`src/logic/msc_regs.vh`:
```
// Register offsets, field positions and reset values of the MAC statistics block
`ifndef MSC_REGS_VH
`define MSC_REGS_VH

// Control and setting registers
`define MSC_MAC_RUN_CTL        8'h00
`define MSC_TX_ALLOW_CTL       8'h04
`define MSC_GROUP_RX_ALLOW_CTL 8'h08
`define MSC_INIT_ACTION        8'h0c
`define MSC_STATION_ADDR_LO    8'h10
`define MSC_STATION_ADDR_HI    8'h14
`define MSC_DUPLEX_SETTING     8'h18
`define MSC_DUPLEX_ABILITY     8'h1c

// Statistics counters, one word each from this base
`define MSC_COUNT_BASE         8'h40
`define MSC_COUNT_SLOTS        8
`define MSC_CNT_GROUP_TX       3'd0
`define MSC_CNT_BCAST_TX       3'd1
`define MSC_CNT_LONG_WAIT      3'd2
`define MSC_CNT_GROUP_RX       3'd3
`define MSC_CNT_BCAST_RX       3'd4
`define MSC_CNT_LEN_MISMATCH   3'd5
`define MSC_CNT_LEN_OVERRANGE  3'd6
`define MSC_CNT_OVERSIZE       3'd7

// Collision histogram window, 32 words
`define MSC_HIST_BASE          8'h80
`define MSC_HIST_DEPTH         32

// Field positions
`define MSC_BIT_ENABLE         0
`define MSC_BIT_HALF_ABLE      0
`define MSC_BIT_FULL_ABLE      1

// Duplex setting encodings
`define MSC_DUPLEX_UNKNOWN     2'd0
`define MSC_DUPLEX_HALF        2'd1
`define MSC_DUPLEX_FULL        2'd2

// Reset values
`define MSC_RST_DUPLEX         2'd1
`define MSC_RST_STATION_ADDR   48'h020000000001
`define MSC_RST_ALLOW          1'b0
`define MSC_RST_GROUP_RX_ALLOW 1'b1

// Frame size figures in octets
`define MSC_MIN_CLIENT_DATA    16'd46
`define MSC_MAX_CLIENT_DATA    16'd1500
`define MSC_TYPE_FIELD_MIN     16'h0600
`define MSC_PLAIN_FRAME_LIMIT  16'd1518
`define MSC_TAG_EXTRA_LEN      16'd4

// AXI responses
`define MSC_RESP_OKAY          2'b00
`define MSC_RESP_SLVERR        2'b10

`endif

```
`src/logic/msc_top.v`:
```
// MAC statistics counters and management controls behind an AXI4-Lite slave
//
// What this block does
// - Count good transmissions to group addresses other than broadcast.
// - Count good broadcast transmissions separately; other groups never touch it.
// - Count excessive deferral once per client transmission when the overrun flag is set.
// - Count good receptions to active non-broadcast groups, excluding every error or loss.
// - Count good broadcast receptions, excluding every error or internally lost frame.
// - Count length field in data range that differs from octets received.
// - Also count short length field while received octets exceed the minimum.
// - Count length fields above the maximum; type values count as good instead.
// - Count every reception ending too long.
// - A single fixed limit uses the tagged maximum, sparing valid tagged frames.
// - Oversize counter is nonresettable and keeps up with its peak rate.
// - Writing true sets both enables, idles the MAC, resets signaling; reads both.
// - Writing false clears both enables, ending all transfers, MAC disabled.
// - Transmit enable reads back; set allows, clear blocks further frames.
// - Multicast receive enable reads back; clear blocks, set restores group reception.
// - Thirty-two collision counters; success after n attempts bumps entry n-1.
// - Histogram and deferral counter are undefined in full duplex.
// - Report half duplex and full duplex capability as two indications.
// - Duplex setting reads half, full or unknown; writes ignored when fixed.
// - Initialize action runs MAC initialization and resets physical signaling.
//
// The AXI4-Lite interface to the registers and the register offsets were chosen for this implementation.
`include "msc_regs.vh"

module msc_top #(
  parameter HALF_ABLE         = 1,
  parameter FULL_ABLE         = 1,
  parameter DUPLEX_CHANGEABLE = 1
) (
  input  wire        clock,
  input  wire        reset_n,
  input  wire [7:0]  s_axi_awaddr,
  input  wire        s_axi_awvalid,
  output reg         s_axi_awready,
  input  wire [31:0] s_axi_wdata,
  input  wire [3:0]  s_axi_wstrb,
  input  wire        s_axi_wvalid,
  output reg         s_axi_wready,
  output reg  [1:0]  s_axi_bresp,
  output reg         s_axi_bvalid,
  input  wire        s_axi_bready,
  input  wire [7:0]  s_axi_araddr,
  input  wire        s_axi_arvalid,
  output reg         s_axi_arready,
  output reg  [31:0] s_axi_rdata,
  output reg  [1:0]  s_axi_rresp,
  output reg         s_axi_rvalid,
  input  wire        s_axi_rready,
  input  wire        tx_status_valid,
  input  wire        tx_good_status,
  input  wire        tx_dest_group,
  input  wire        tx_dest_bcast,
  input  wire        defer_overrun_flag,
  input  wire [5:0]  tx_attempts,
  input  wire        rx_status_valid,
  input  wire        rx_good_status,
  input  wire        rx_lost_internal,
  input  wire        rx_dest_group,
  input  wire        rx_dest_bcast,
  input  wire        rx_group_active,
  input  wire        oversize_status,
  input  wire [15:0] rx_frame_len,
  input  wire [15:0] rx_len_field,
  input  wire [15:0] rx_data_octets,
  output reg         rx_allow,
  output reg         tx_allow,
  output reg         group_rx_allow,
  output reg  [47:0] station_addr,
  output reg  [1:0]  duplex_setting,
  output reg         mac_init_pulse,
  output reg         phys_signaling_sublayer_reset
);

  localparam [15:0] OVERSIZE_LIMIT = `MSC_PLAIN_FRAME_LIMIT + `MSC_TAG_EXTRA_LEN;

  reg  [31:0] count [0:`MSC_COUNT_SLOTS-1];
  reg         aw_held;
  reg         w_held;
  reg  [7:0]  wr_addr;
  reg  [31:0] wr_data;
  reg  [3:0]  wr_strb;
  reg         rd_busy;
  reg         rd_phase;
  reg  [7:0]  rd_addr;
  reg  [31:0] next_rdata;
  reg         next_rerr;
  reg  [1:0]  next_duplex;
  reg         next_aw_held;
  reg         next_w_held;
  reg         next_rd_busy;
  wire [31:0] hist_rd_data;
  wire [1:0]  duplex_ability;
  wire        aw_take;
  wire        w_take;
  wire        b_take;
  wire        ar_take;
  wire        r_take;
  wire        do_write;
  wire        wr_mapped;
  wire [47:0] merged_lo;
  wire [31:0] merged_hi_word;
  wire        too_long;
  wire        rx_clean;
  wire        tx_good;
  wire        hist_inc;
  wire [4:0]  hist_idx;
  wire        len_is_type;
  wire        len_mismatch;
  wire        len_overrange;
  wire [7:0]  count_hit;
  integer     k;

  // Merge write data into an old word under byte strobes
  function [31:0] msc_merge;
    input [31:0] old;
    input [31:0] data;
    input [3:0]  strb;
    integer      b;
    begin
      msc_merge = old;
      for (b = 0; b < 4; b = b + 1) begin
        if (strb[b]) begin
          msc_merge[b*8 +: 8] = data[b*8 +: 8];
        end
      end
    end
  endfunction

  // Decode whether an address falls on a defined word
  function msc_mapped;
    input [7:0] addr;
    begin
      msc_mapped = (addr[1:0] == 2'b00) &&
                   ((addr <= `MSC_DUPLEX_ABILITY) ||
                    ((addr >= `MSC_COUNT_BASE) && (addr < `MSC_COUNT_BASE + 8'h20)) ||
                    (addr >= `MSC_HIST_BASE));
    end
  endfunction

  // Wrapping counter step
  function [31:0] msc_bump;
    input [31:0] value;
    begin
      msc_bump = value + 32'h00000001;
    end
  endfunction

  // Capability indications, fixed by parameters
  assign duplex_ability[`MSC_BIT_HALF_ABLE] = (HALF_ABLE != 0);
  assign duplex_ability[`MSC_BIT_FULL_ABLE] = (FULL_ABLE != 0);

  // Bus handshakes
  assign aw_take  = s_axi_awvalid & s_axi_awready;
  assign w_take   = s_axi_wvalid & s_axi_wready;
  assign b_take   = s_axi_bvalid & s_axi_bready;
  assign ar_take  = s_axi_arvalid & s_axi_arready;
  assign r_take   = s_axi_rvalid & s_axi_rready;
  assign do_write = aw_held & w_held & ~s_axi_bvalid;
  assign wr_mapped = msc_mapped(wr_addr);

  // Station address with one half replaced
  assign merged_lo = {station_addr[47:32], msc_merge(station_addr[31:0], wr_data, wr_strb)};
  assign merged_hi_word = msc_merge({16'h0000, station_addr[47:32]}, wr_data, wr_strb);

  // Frame classification from the status reports
  assign too_long  = oversize_status | (rx_frame_len > OVERSIZE_LIMIT);
  assign rx_clean  = rx_status_valid & rx_good_status & ~too_long & ~rx_lost_internal;
  assign tx_good   = tx_status_valid & tx_good_status;
  assign len_is_type = rx_len_field >= `MSC_TYPE_FIELD_MIN;
  assign len_mismatch = rx_status_valid & ~rx_lost_internal &
                        (((rx_len_field >= `MSC_MIN_CLIENT_DATA) &&
                          (rx_len_field <= `MSC_MAX_CLIENT_DATA) &&
                          (rx_len_field != rx_data_octets)) ||
                         ((rx_len_field < `MSC_MIN_CLIENT_DATA) &&
                          (rx_data_octets > `MSC_MIN_CLIENT_DATA)));
  assign len_overrange = rx_status_valid & ~rx_lost_internal &
                         (rx_len_field > `MSC_MAX_CLIENT_DATA) & ~len_is_type;

  // Which counter each report touches
  assign count_hit[`MSC_CNT_GROUP_TX]      = tx_good & tx_dest_group & ~tx_dest_bcast;
  assign count_hit[`MSC_CNT_BCAST_TX]      = tx_good & tx_dest_bcast;
  assign count_hit[`MSC_CNT_LONG_WAIT]     = tx_status_valid & defer_overrun_flag;
  assign count_hit[`MSC_CNT_GROUP_RX]      = rx_clean & rx_dest_group & ~rx_dest_bcast &
                                             rx_group_active & group_rx_allow;
  assign count_hit[`MSC_CNT_BCAST_RX]      = rx_clean & rx_dest_bcast;
  assign count_hit[`MSC_CNT_LEN_MISMATCH]  = len_mismatch;
  assign count_hit[`MSC_CNT_LEN_OVERRANGE] = len_overrange;
  assign count_hit[`MSC_CNT_OVERSIZE]      = rx_status_valid & too_long;

  // Histogram entry n-1 for success after n attempts
  assign hist_inc = tx_good & (tx_attempts >= 6'd1) & (tx_attempts <= 6'd32);
  assign hist_idx = tx_attempts[4:0] - 5'd1;

  msc_hist_mem #(
    .DEPTH (`MSC_HIST_DEPTH),
    .AW    (5)
  ) u_hist (
    .clock   (clock),
    .reset_n (reset_n),
    .inc_en  (hist_inc),
    .inc_idx (hist_idx),
    .rd_en   (ar_take),
    .rd_idx  (s_axi_araddr[6:2]),
    .rd_data (hist_rd_data)
  );

  // Statistics counters, cleared only by hardware reset
  always @(posedge clock or negedge reset_n) begin
    if (!reset_n) begin
      for (k = 0; k < `MSC_COUNT_SLOTS; k = k + 1) begin
        count[k] <= 32'h00000000;
      end
    end else begin
      for (k = 0; k < `MSC_COUNT_SLOTS; k = k + 1) begin
        if (count_hit[k]) begin
          count[k] <= msc_bump(count[k]);
        end
      end
    end
  end

  // Duplex write filter: only supported modes on a changeable device
  always @* begin
    next_duplex = duplex_setting;
    if ((DUPLEX_CHANGEABLE != 0) && (HALF_ABLE != 0) && (FULL_ABLE != 0)) begin
      if ((wr_data[1:0] == `MSC_DUPLEX_HALF) || (wr_data[1:0] == `MSC_DUPLEX_FULL)) begin
        next_duplex = wr_data[1:0];
      end
    end
  end

  // Next state of the bus holding flags
  always @* begin
    next_aw_held = (aw_held | aw_take) & ~b_take;
    next_w_held  = (w_held | w_take) & ~b_take;
    next_rd_busy = (rd_busy | ar_take) & ~r_take;
  end

  // Write channels, response and control registers
  always @(posedge clock or negedge reset_n) begin
    if (!reset_n) begin
      s_axi_awready  <= 1'b0;
      s_axi_wready   <= 1'b0;
      s_axi_bvalid   <= 1'b0;
      s_axi_bresp    <= `MSC_RESP_OKAY;
      aw_held        <= 1'b0;
      w_held         <= 1'b0;
      wr_addr        <= 8'h00;
      wr_data        <= 32'h00000000;
      wr_strb        <= 4'h0;
      rx_allow       <= `MSC_RST_ALLOW;
      tx_allow       <= `MSC_RST_ALLOW;
      group_rx_allow <= `MSC_RST_GROUP_RX_ALLOW;
      station_addr   <= `MSC_RST_STATION_ADDR;
      duplex_setting <= `MSC_RST_DUPLEX;
      mac_init_pulse <= 1'b0;
      phys_signaling_sublayer_reset <= 1'b0;
    end else begin
      aw_held       <= next_aw_held;
      w_held        <= next_w_held;
      s_axi_awready <= ~next_aw_held;
      s_axi_wready  <= ~next_w_held;
      mac_init_pulse <= 1'b0;
      phys_signaling_sublayer_reset <= 1'b0;
      if (aw_take) begin
        wr_addr <= s_axi_awaddr;
      end
      if (w_take) begin
        wr_data <= s_axi_wdata;
        wr_strb <= s_axi_wstrb;
      end
      if (b_take) begin
        s_axi_bvalid <= 1'b0;
      end
      if (do_write) begin
        s_axi_bvalid <= 1'b1;
        s_axi_bresp  <= wr_mapped ? `MSC_RESP_OKAY : `MSC_RESP_SLVERR;
        if (wr_strb[0]) begin
          case (wr_addr)
            `MSC_MAC_RUN_CTL: begin
              rx_allow <= wr_data[`MSC_BIT_ENABLE];
              tx_allow <= wr_data[`MSC_BIT_ENABLE];
              mac_init_pulse <= wr_data[`MSC_BIT_ENABLE];
              phys_signaling_sublayer_reset <= wr_data[`MSC_BIT_ENABLE];
            end
            `MSC_TX_ALLOW_CTL: begin
              tx_allow <= wr_data[`MSC_BIT_ENABLE];
            end
            `MSC_GROUP_RX_ALLOW_CTL: begin
              group_rx_allow <= wr_data[`MSC_BIT_ENABLE];
            end
            `MSC_INIT_ACTION: begin
              mac_init_pulse <= wr_data[`MSC_BIT_ENABLE];
              phys_signaling_sublayer_reset <= wr_data[`MSC_BIT_ENABLE];
            end
            `MSC_DUPLEX_SETTING: begin
              duplex_setting <= next_duplex;
            end
            default: begin
            end
          endcase
        end
        if (wr_addr == `MSC_STATION_ADDR_LO) begin
          station_addr <= merged_lo;
        end
        if (wr_addr == `MSC_STATION_ADDR_HI) begin
          station_addr <= {merged_hi_word[15:0], station_addr[31:0]};
        end
      end
    end
  end

  // Read data selection, valid one cycle after the address is taken
  always @* begin
    next_rdata = 32'h00000000;
    next_rerr  = 1'b0;
    if (!msc_mapped(rd_addr)) begin
      next_rerr = 1'b1;
    end else if (rd_addr >= `MSC_HIST_BASE) begin
      next_rdata = hist_rd_data;
    end else if (rd_addr >= `MSC_COUNT_BASE) begin
      next_rdata = count[rd_addr[4:2]];
    end else begin
      case (rd_addr)
        `MSC_MAC_RUN_CTL:        next_rdata = {31'h0, rx_allow & tx_allow};
        `MSC_TX_ALLOW_CTL:       next_rdata = {31'h0, tx_allow};
        `MSC_GROUP_RX_ALLOW_CTL: next_rdata = {31'h0, group_rx_allow};
        `MSC_STATION_ADDR_LO:    next_rdata = station_addr[31:0];
        `MSC_STATION_ADDR_HI:    next_rdata = {16'h0000, station_addr[47:32]};
        `MSC_DUPLEX_SETTING:     next_rdata = {30'h0, duplex_setting};
        `MSC_DUPLEX_ABILITY:     next_rdata = {30'h0, duplex_ability};
        default:                 next_rdata = 32'h00000000;
      endcase
    end
  end

  // Read channels
  always @(posedge clock or negedge reset_n) begin
    if (!reset_n) begin
      s_axi_arready <= 1'b0;
      s_axi_rvalid  <= 1'b0;
      s_axi_rdata   <= 32'h00000000;
      s_axi_rresp   <= `MSC_RESP_OKAY;
      rd_busy       <= 1'b0;
      rd_phase      <= 1'b0;
      rd_addr       <= 8'h00;
    end else begin
      rd_busy       <= next_rd_busy;
      s_axi_arready <= ~next_rd_busy;
      rd_phase      <= ar_take;
      if (ar_take) begin
        rd_addr <= s_axi_araddr;
      end
      if (r_take) begin
        s_axi_rvalid <= 1'b0;
      end
      if (rd_phase) begin
        s_axi_rvalid <= 1'b1;
        s_axi_rdata  <= next_rdata;
        s_axi_rresp  <= next_rerr ? `MSC_RESP_SLVERR : `MSC_RESP_OKAY;
      end
    end
  end

endmodule

```
`src/logic/msc_hist_mem.v`:
```
// Collision histogram memory with in-place increment and registered read
module msc_hist_mem #(
  parameter DEPTH = 32,
  parameter AW    = 5
) (
  input  wire          clock,
  input  wire          reset_n,
  input  wire          inc_en,
  input  wire [AW-1:0] inc_idx,
  input  wire          rd_en,
  input  wire [AW-1:0] rd_idx,
  output reg  [31:0]   rd_data
);

  reg [31:0] mem [0:DEPTH-1];
  integer    i;

  // Increment one entry, wrapping at the top
  always @(posedge clock or negedge reset_n) begin
    if (!reset_n) begin
      for (i = 0; i < DEPTH; i = i + 1) begin
        mem[i] <= 32'h00000000;
      end
    end else if (inc_en) begin
      mem[inc_idx] <= mem[inc_idx] + 32'h00000001;
    end
  end

  // Registered read port
  always @(posedge clock or negedge reset_n) begin
    if (!reset_n) begin
      rd_data <= 32'h00000000;
    end else if (rd_en) begin
      rd_data <= mem[rd_idx];
    end
  end

endmodule

```
`config.mk`:
```
export PLATFORM = sky130hd
export DESIGN_NAME = msc_top
export DESIGN_NICKNAME = d
export VERILOG_FILES = /design/src/logic/msc_top.v /design/src/logic/msc_hist_mem.v
export VERILOG_INCLUDE_DIRS = /design/src /design/src/logic
export SDC_FILE = /design/constraint.sdc
export NUM_CORES = 2
export LEC_CHECK = 0
export ABC_AREA = 0
export BUFFER_PORTS_ARGS = -buffer_cell sky130_fd_sc_hd__buf_2
export CAP_MARGIN = 20
export CORE_MARGIN = 5
export CORE_UTILIZATION = 59
export DETAILED_ROUTE_END_ITERATION = 8
export GPL_TIMING_DRIVEN = 1
export PLACE_DENSITY = 0.76
export SYNTH_ARGS = -nofsm -noshare
export SYNTH_HDL_FRONTEND = slang
export SYNTH_SLANG_ARGS = --single-unit
```
`constraint.sdc`:
```
create_clock -name clock -period 5.75 [get_ports clock]
set_input_delay 1.15 -clock clock [delete_from_list [all_inputs] [get_ports clock]]
set_output_delay 1.15 -clock clock [all_outputs]
set_load 0.01 [all_outputs]
```
==> After elaboration in Yosys (flattened, before gate mapping) <==
Index checks and enable logic that the tools add are counted.
{ "op_classes": {"bitwise_logic": 50, "n_mux": 33, "n_addsub": 10, "n_reduce_logical": 32, "eq_ne": 15, "n_lt_le_gt_ge": 21} }
{ "ops": {"columns": ["cell", "n"], "rows": [
  ["$bwmux 1024", 1],
  ["$mux 32", 11],
  ["$bmux 32 s5", 2],
  ["$add 32x1->32 const B", 9],
  ["$pmux 32 s7", 1],
  ["$demux 32 s5", 1],
  ["$bmux 32 s3", 1],
  ["$eq 8x5->1 const B", 7],
  ["$mux 48", 1],
  ["$mux 8", 6],
  ["$gt 16x11->1 const B", 2],
  ["$and 1x1->1", 31],
  ["$eq 8x4->1 const B", 3],
  ["$reduce_and 4->1", 5],
  ["$eq 8x3->1 const B", 2],
  ["$ge 16x11->1 const B", 1],
  ["$ge 16x6->1 const B", 1],
  ["$ge 8x7->1 const B", 2],
  ["$ge 8x8->1 const B", 2],
  ["$gt 16x6->1 const B", 1],
  ["$le 16x11->1 const B", 1],
  ["$le 8x5->1 const B", 2],
  ["$logic_not 8->1", 2],
  ["$lt 16x6->1 const B", 1],
  ["other kinds (22)", 65]
]} }
{ "word_totals": {"inputBits": 125, "regBits": 1463, "out_inout_bits": 96} }

==> Logic depth before layout (Yosys ltp) <==
{ "logic_depth": {"depth_word": 9, "depth_mapped": 22, "ltp_nobuf": 12} }

==> Modules after synthesis <==
A second synthesis with hierarchy kept.
{ "unflattened": {"hier_cells": 7493, "hier_area_um2": 80637.3} }
{ "modules_own_cells": {"columns": ["module", "instances", "area_per_inst_um2", "cells_per_inst"], "rows": [
  ["msc_hist_mem", 1, 60555.6, 5777],
  ["msc_top", 1, 20081.8, 1716]
]} }

==> Worst setup path after synthesis <==
No wires, ideal clock.
{ "synth_timing": {"kind": "input to register", "from": "input port tx_attempts[0]", "to": "register u_hist.mem[1012] (netlist name)", "cell_stages": 19, "slack_ns": 0.166, "arrival_ns": 5.451, "setup_ns": 0.133, "cell_sequence": "buf_4 -> inv_2 -> ha_1 -> buf_2 -> buf_4 -> buf_6 -> buf_4 -> buf_2 -> mux4_2 -> nor2_1 -> or4_1 -> nor3_2 -> clkbuf_1 -> ha_1 -> nand3_4 -> or4b_2 -> xor2_1 -> clkbuf_1 -> o21ai_0"} }
{ "synth_between": {"elab_chain_cells": 7, "word_cells_on_any_way": 16, "classes_between": "add/sub: 2; order compare: 4; mux: 6; bitwise: 3; reduce/logical: 1"} }
{ "synth_lines": {"columns": ["element", "line", "text"], "rows": [
  ["start: declaration", "msc_top.v:57", "input wire [5:0] tx_attempts,"],
  ["$sub 5x1->5", "msc_top.v:195", "assign hist_idx = tx_attempts[4:0] - 5'd1;"],
  ["$not 5->6 (implied by the code)", "msc_hist_mem.v:25", "mem[inc_idx] <= mem[inc_idx] + 32'h00000001;"],
  ["$bmux 32 s5 (tied with other cells)", "msc_hist_mem.v:25", null],
  ["$mux 32 (implied by the code) / $logic_and 1x1->1 (equally long branches)", "msc_hist_mem.v:25", null],
  ["$mux 32 (implied by the code)", "msc_hist_mem.v:25", null],
  ["$add 32x1->32 / $demux 32 s5 (equally long branches)", "msc_hist_mem.v:25", null],
  ["$bwmux 1024", "msc_hist_mem.v:25", null],
  ["end signal: indexed assignment", "msc_hist_mem.v:25", null],
  ["end: declaration", "msc_hist_mem.v:15", "reg [31:0] mem [0:DEPTH-1];"]
]} }
Parallel ways exist; a longest one is shown, timed or not. The select of a mux whose other input is x is not followed.
A chain may end at the register's enable or synchronous reset.

==> Final worst setup path <==
{ "layout_timing": {"from": "input port tx_attempts[2]", "to": "register u_hist.mem[1021] (netlist name)"} }
The elaborated chain is that of the path after synthesis.

==> flow_summary.yaml <==
timing:
  fin_crit_sh_pct: 85.8
  hold_viol: 0
  slew_headroom_pct: 23.4
  final_max_slew_viol_count: 0
  fmax_mhz: 203
  setup-tns-final_ns: 0
  whs_ns: 0.349
  period_needed_ns: 4.93
  setup_violations: 0
  rsz0062_at_grt: "false"
  finClkSkew_ns: 0.0303
  worstMarginPinSlew_ns: 1.15
yosys:
  synthCells: 6828
  yosysSeqAreaShare_pct: 47.8
  synth_ff_type: "dfrtp_1"
  synth_top_area_share_pct: 47.7
  yosysTopAreaCell: "dfrtp_1"
  synth_edf_count: 0
  yosys.cell_count.top_type: "dfrtp_1"
  yosys_warnings: 0
  ys_types: 83
  synth_commonest_cells: "dfrtp_1 (1457), nand2_1 (1084), o21ai_0 (719)"
  synth_area_um2: 76500
  synth-async-reset-ratio_pct: 100
  yosys-top-cells-area: "dfrtp_1 (48%), mux4_2 (19%), nand2_1 (5.3%)"
  synth_seq_cells: 1461
  synth.avg_cell_area_um2: 11.2
routing:
  vias_per_cell: 6.86
  routed_wirelength_um: 239000
  drtPass1Iterations: 6
  drc: 0
  first_iter_violations: 8507
  wl_per_cell_um: 27.4
  postRouteAntennaNets: 0
  dr_total_vias: 59700
worst_setup_path:
  critical_path_arrival_ns: 5.61
  cp-end-kind: "flip-flop"
  start_kind: "input port"
  path_max_fanout: 32
  cp-startpoint: "tx_attempts[2]"
  required_ns: 6.43
  reg2reg_from: "u_hist.mem[968]"
  worstSetupPathType: "in -> reg"
global_route:
  grt_util_all_layers_pct: 34.9
  grt_pass1_vias: 59300
  grt_max_degree: 160
  antenna_found_initial: 8
  grt_overflow_total: 0
  grt_pass1_wl_um: 365000
finish:
  area_growth_pct: 11.5
  n_fill_cell: 9279
  nNetsFinal: 6969
  regArea_um2: 36600
  layout-drive-gt1-share_pct: 23.3
  final_cells: 8704
  multi_input_area_um2: 37400
pwr:
  p_int_w: 0.0201
  power.density_nw_per_um2: 334
  comb_power_share_pct: 18.7
  switchingPower_w: 0.00841
  peakVddDrop_v: 0.000336
  swShare_pct: 29.6
  p_leak_nw: 36.9
  clock_power_share_pct: 36.7
  p_seq_share_pct: 44.6
placed_design:
  hpwl_um: 152000
  portBuffers: 218
  dp_cells: 8410
  place_congestion: 0.919
cts:
  numCtsBuffers: 154
  cts.repair.resized: 0
  cts_tree: "built"
  cts_hold_buf: 0
  clock-root-buffer: "clkbuf_16"
  clockBufferDepth: 3
  cts.htree.levels: 4
  clkSlewWorstSetupHoldPaths_ns: 0.06
  post_cts_buffers: 0
  clkLatencyLatePin_ns: 0.81
  clkSinkCount: 1461
floorplan:
  num_io_pins: 221
  die_x_um: 370
  coreArea_um2: 129000
  fp.dieH_um: 370
  rows: 132
  start_util_pct: 59.2
  dieArea_um2: 137000
run:
  maxCapViolCount: 0
worst_hold_path:
  hp-class: "in -> async"
outcome:
  outcome: "finished clean"
-- metal layers --
layer  part of all wire [%]  track usage (%)  up-vias  wire [um]
met5                      0                0        -          0
li1                       -                -    24800          -
met3                     11             9.97      898      27400
met4                    6.4             18.7        0      15300
met2                     46             53.8     3892     110000
met1                     36             45.5    30100      85900
-- logic make-up (layout without fill, tap and decap cells) --
logic type | after synthesis | in the layout | synth area share [%]
XOR/XNOR | 288 | 288 | 3.31
flip-flops | 1461 | 1461 | 47.8
AO/OA/AOI/OAI | 1339 | 1339 | 10.1
other | 1 | 10 | 0.00490
buffers and inverters | 676 | 801 | 3.78
adder cells (fa/ha/maj) | 14 | 14 | 0.229
AND/OR/NAND/NOR | 2107 | 2107 | 11.9
multiplexers | 942 | 942 | 22.9
-- layout make-up --
type	count	share of cell area [%]
Multi-Input combinational cell	4692	43.8
Sequential cell	1461	42.9
Clock buffer	220	5.38
Timing Repair Buffer	461	4.25
Tap cell	1742	2.56
Clock inverter	60	0.826
Inverter	60	0.264
Antenna cell	8	0.0235
-- sequential cells by signal, indices dropped and copies added, names as in the netlist, 4 cells and up --
name,flops
u_hist.mem,1024
count,256
station_addr,48
s_axi_rdata,32
u_hist.rd_data,32
wr_data,32
msc_mapped.addr,8
wr_addr,8
wr_strb,4
-- critical path: stages --
cell      delay, ns
buf_2          0.17
o311ai_0       0.88
o31ai_2        0.20
buf_6          0.22
buf_4          0.17
nand3_1        0.07
nand4_1        0.26
nor4_4         0.62
nand4_2        0.27
buf_4          0.26
nor4_2         0.36
buf_4          0.26
a31oi_2        0.10
buf_4          0.27
o31ai_1        0.32
-- power by group through the flow --
stage	Combinational, W	Sequential, W	Clock, W
finish	0.00531	0.0127	0.0105
global route	0.00571	0.0129	0.0109
CTS	0.00527	0.0127	0.0105
detailed placement	0.00522	0.0128	0
global placement	0.00507	0.0127	0
floorplan	0.00372	0.0123	0
-- worst paths after layout --
check / end / slack, ns / cells past startpoint
worst max register to register: u_hist.mem[119] / 1.98 / 12
worst min register to register: count[31] / 0.47 / 1
worst max-delay path: u_hist.mem[1021] / 0.82 / 15
min in group clock: count[31] / 0.47 / 1
max in group asynchronous: msc_mapped.addr[3] / 3.79 / 2
worst min-delay path: station_addr[39] / 0.35 / 1
-- metrics by stage --
step / area, um2 / total power [W] / utilization (%) / worst slack (ns)
2_1_floorplan: 76500 / 0.0161 / - / 0.166
3_3_place_gp: 79800 / 0.0178 / 61.8 / 0.188
3_5_place_dp: 79900 / 0.0180 / 61.8 / 0.0568
4_1_cts: 85200 / 0.0284 / 65.9 / 0.904
5_1_grt: 85300 / 0.0295 / 66.0 / 0.630
6_report: 85300 / 0.0285 / 66.0 / 0.816
-- cells in the final DEF (no fill, tap or decap), types with 13 or more instances in the layout --
| cell | instances |
|---|---|
| a21oi_1 | 114 |
| a22oi_1 | 62 |
| a31oi_1 | 187 |
| a41o_1 | 33 |
| and2_1 | 14 |
| and3_1 | 61 |
| and4_1 | 17 |
| buf_12 | 47 |
| buf_2 | 211 |
| buf_4 | 191 |
| bufinv_16 | 13 |
| clkbuf_1 | 22 |
| clkbuf_16 | 158 |
| clkbuf_8 | 40 |
| clkinv_2 | 30 |
| dfrtp_1 | 1454 |
| ha_1 | 13 |
| inv_1 | 59 |
| mux2_2 | 166 |
| mux2i_1 | 146 |
| mux4_2 | 630 |
| nand2_1 | 1076 |
| nand2b_1 | 14 |
| nand2b_2 | 18 |
| nand3_1 | 118 |
| nand4_1 | 67 |
| nor2_1 | 538 |
| nor2b_1 | 13 |
| nor3_1 | 60 |
| nor4_1 | 24 |
| o211ai_1 | 22 |
| o21ai_0 | 719 |
| o21ai_1 | 34 |
| o22ai_1 | 82 |
| o31ai_1 | 33 |
| xnor2_1 | 191 |
| xnor2_2 | 14 |
| xor2_1 | 82 |
(Power assumes the default switching activity.)
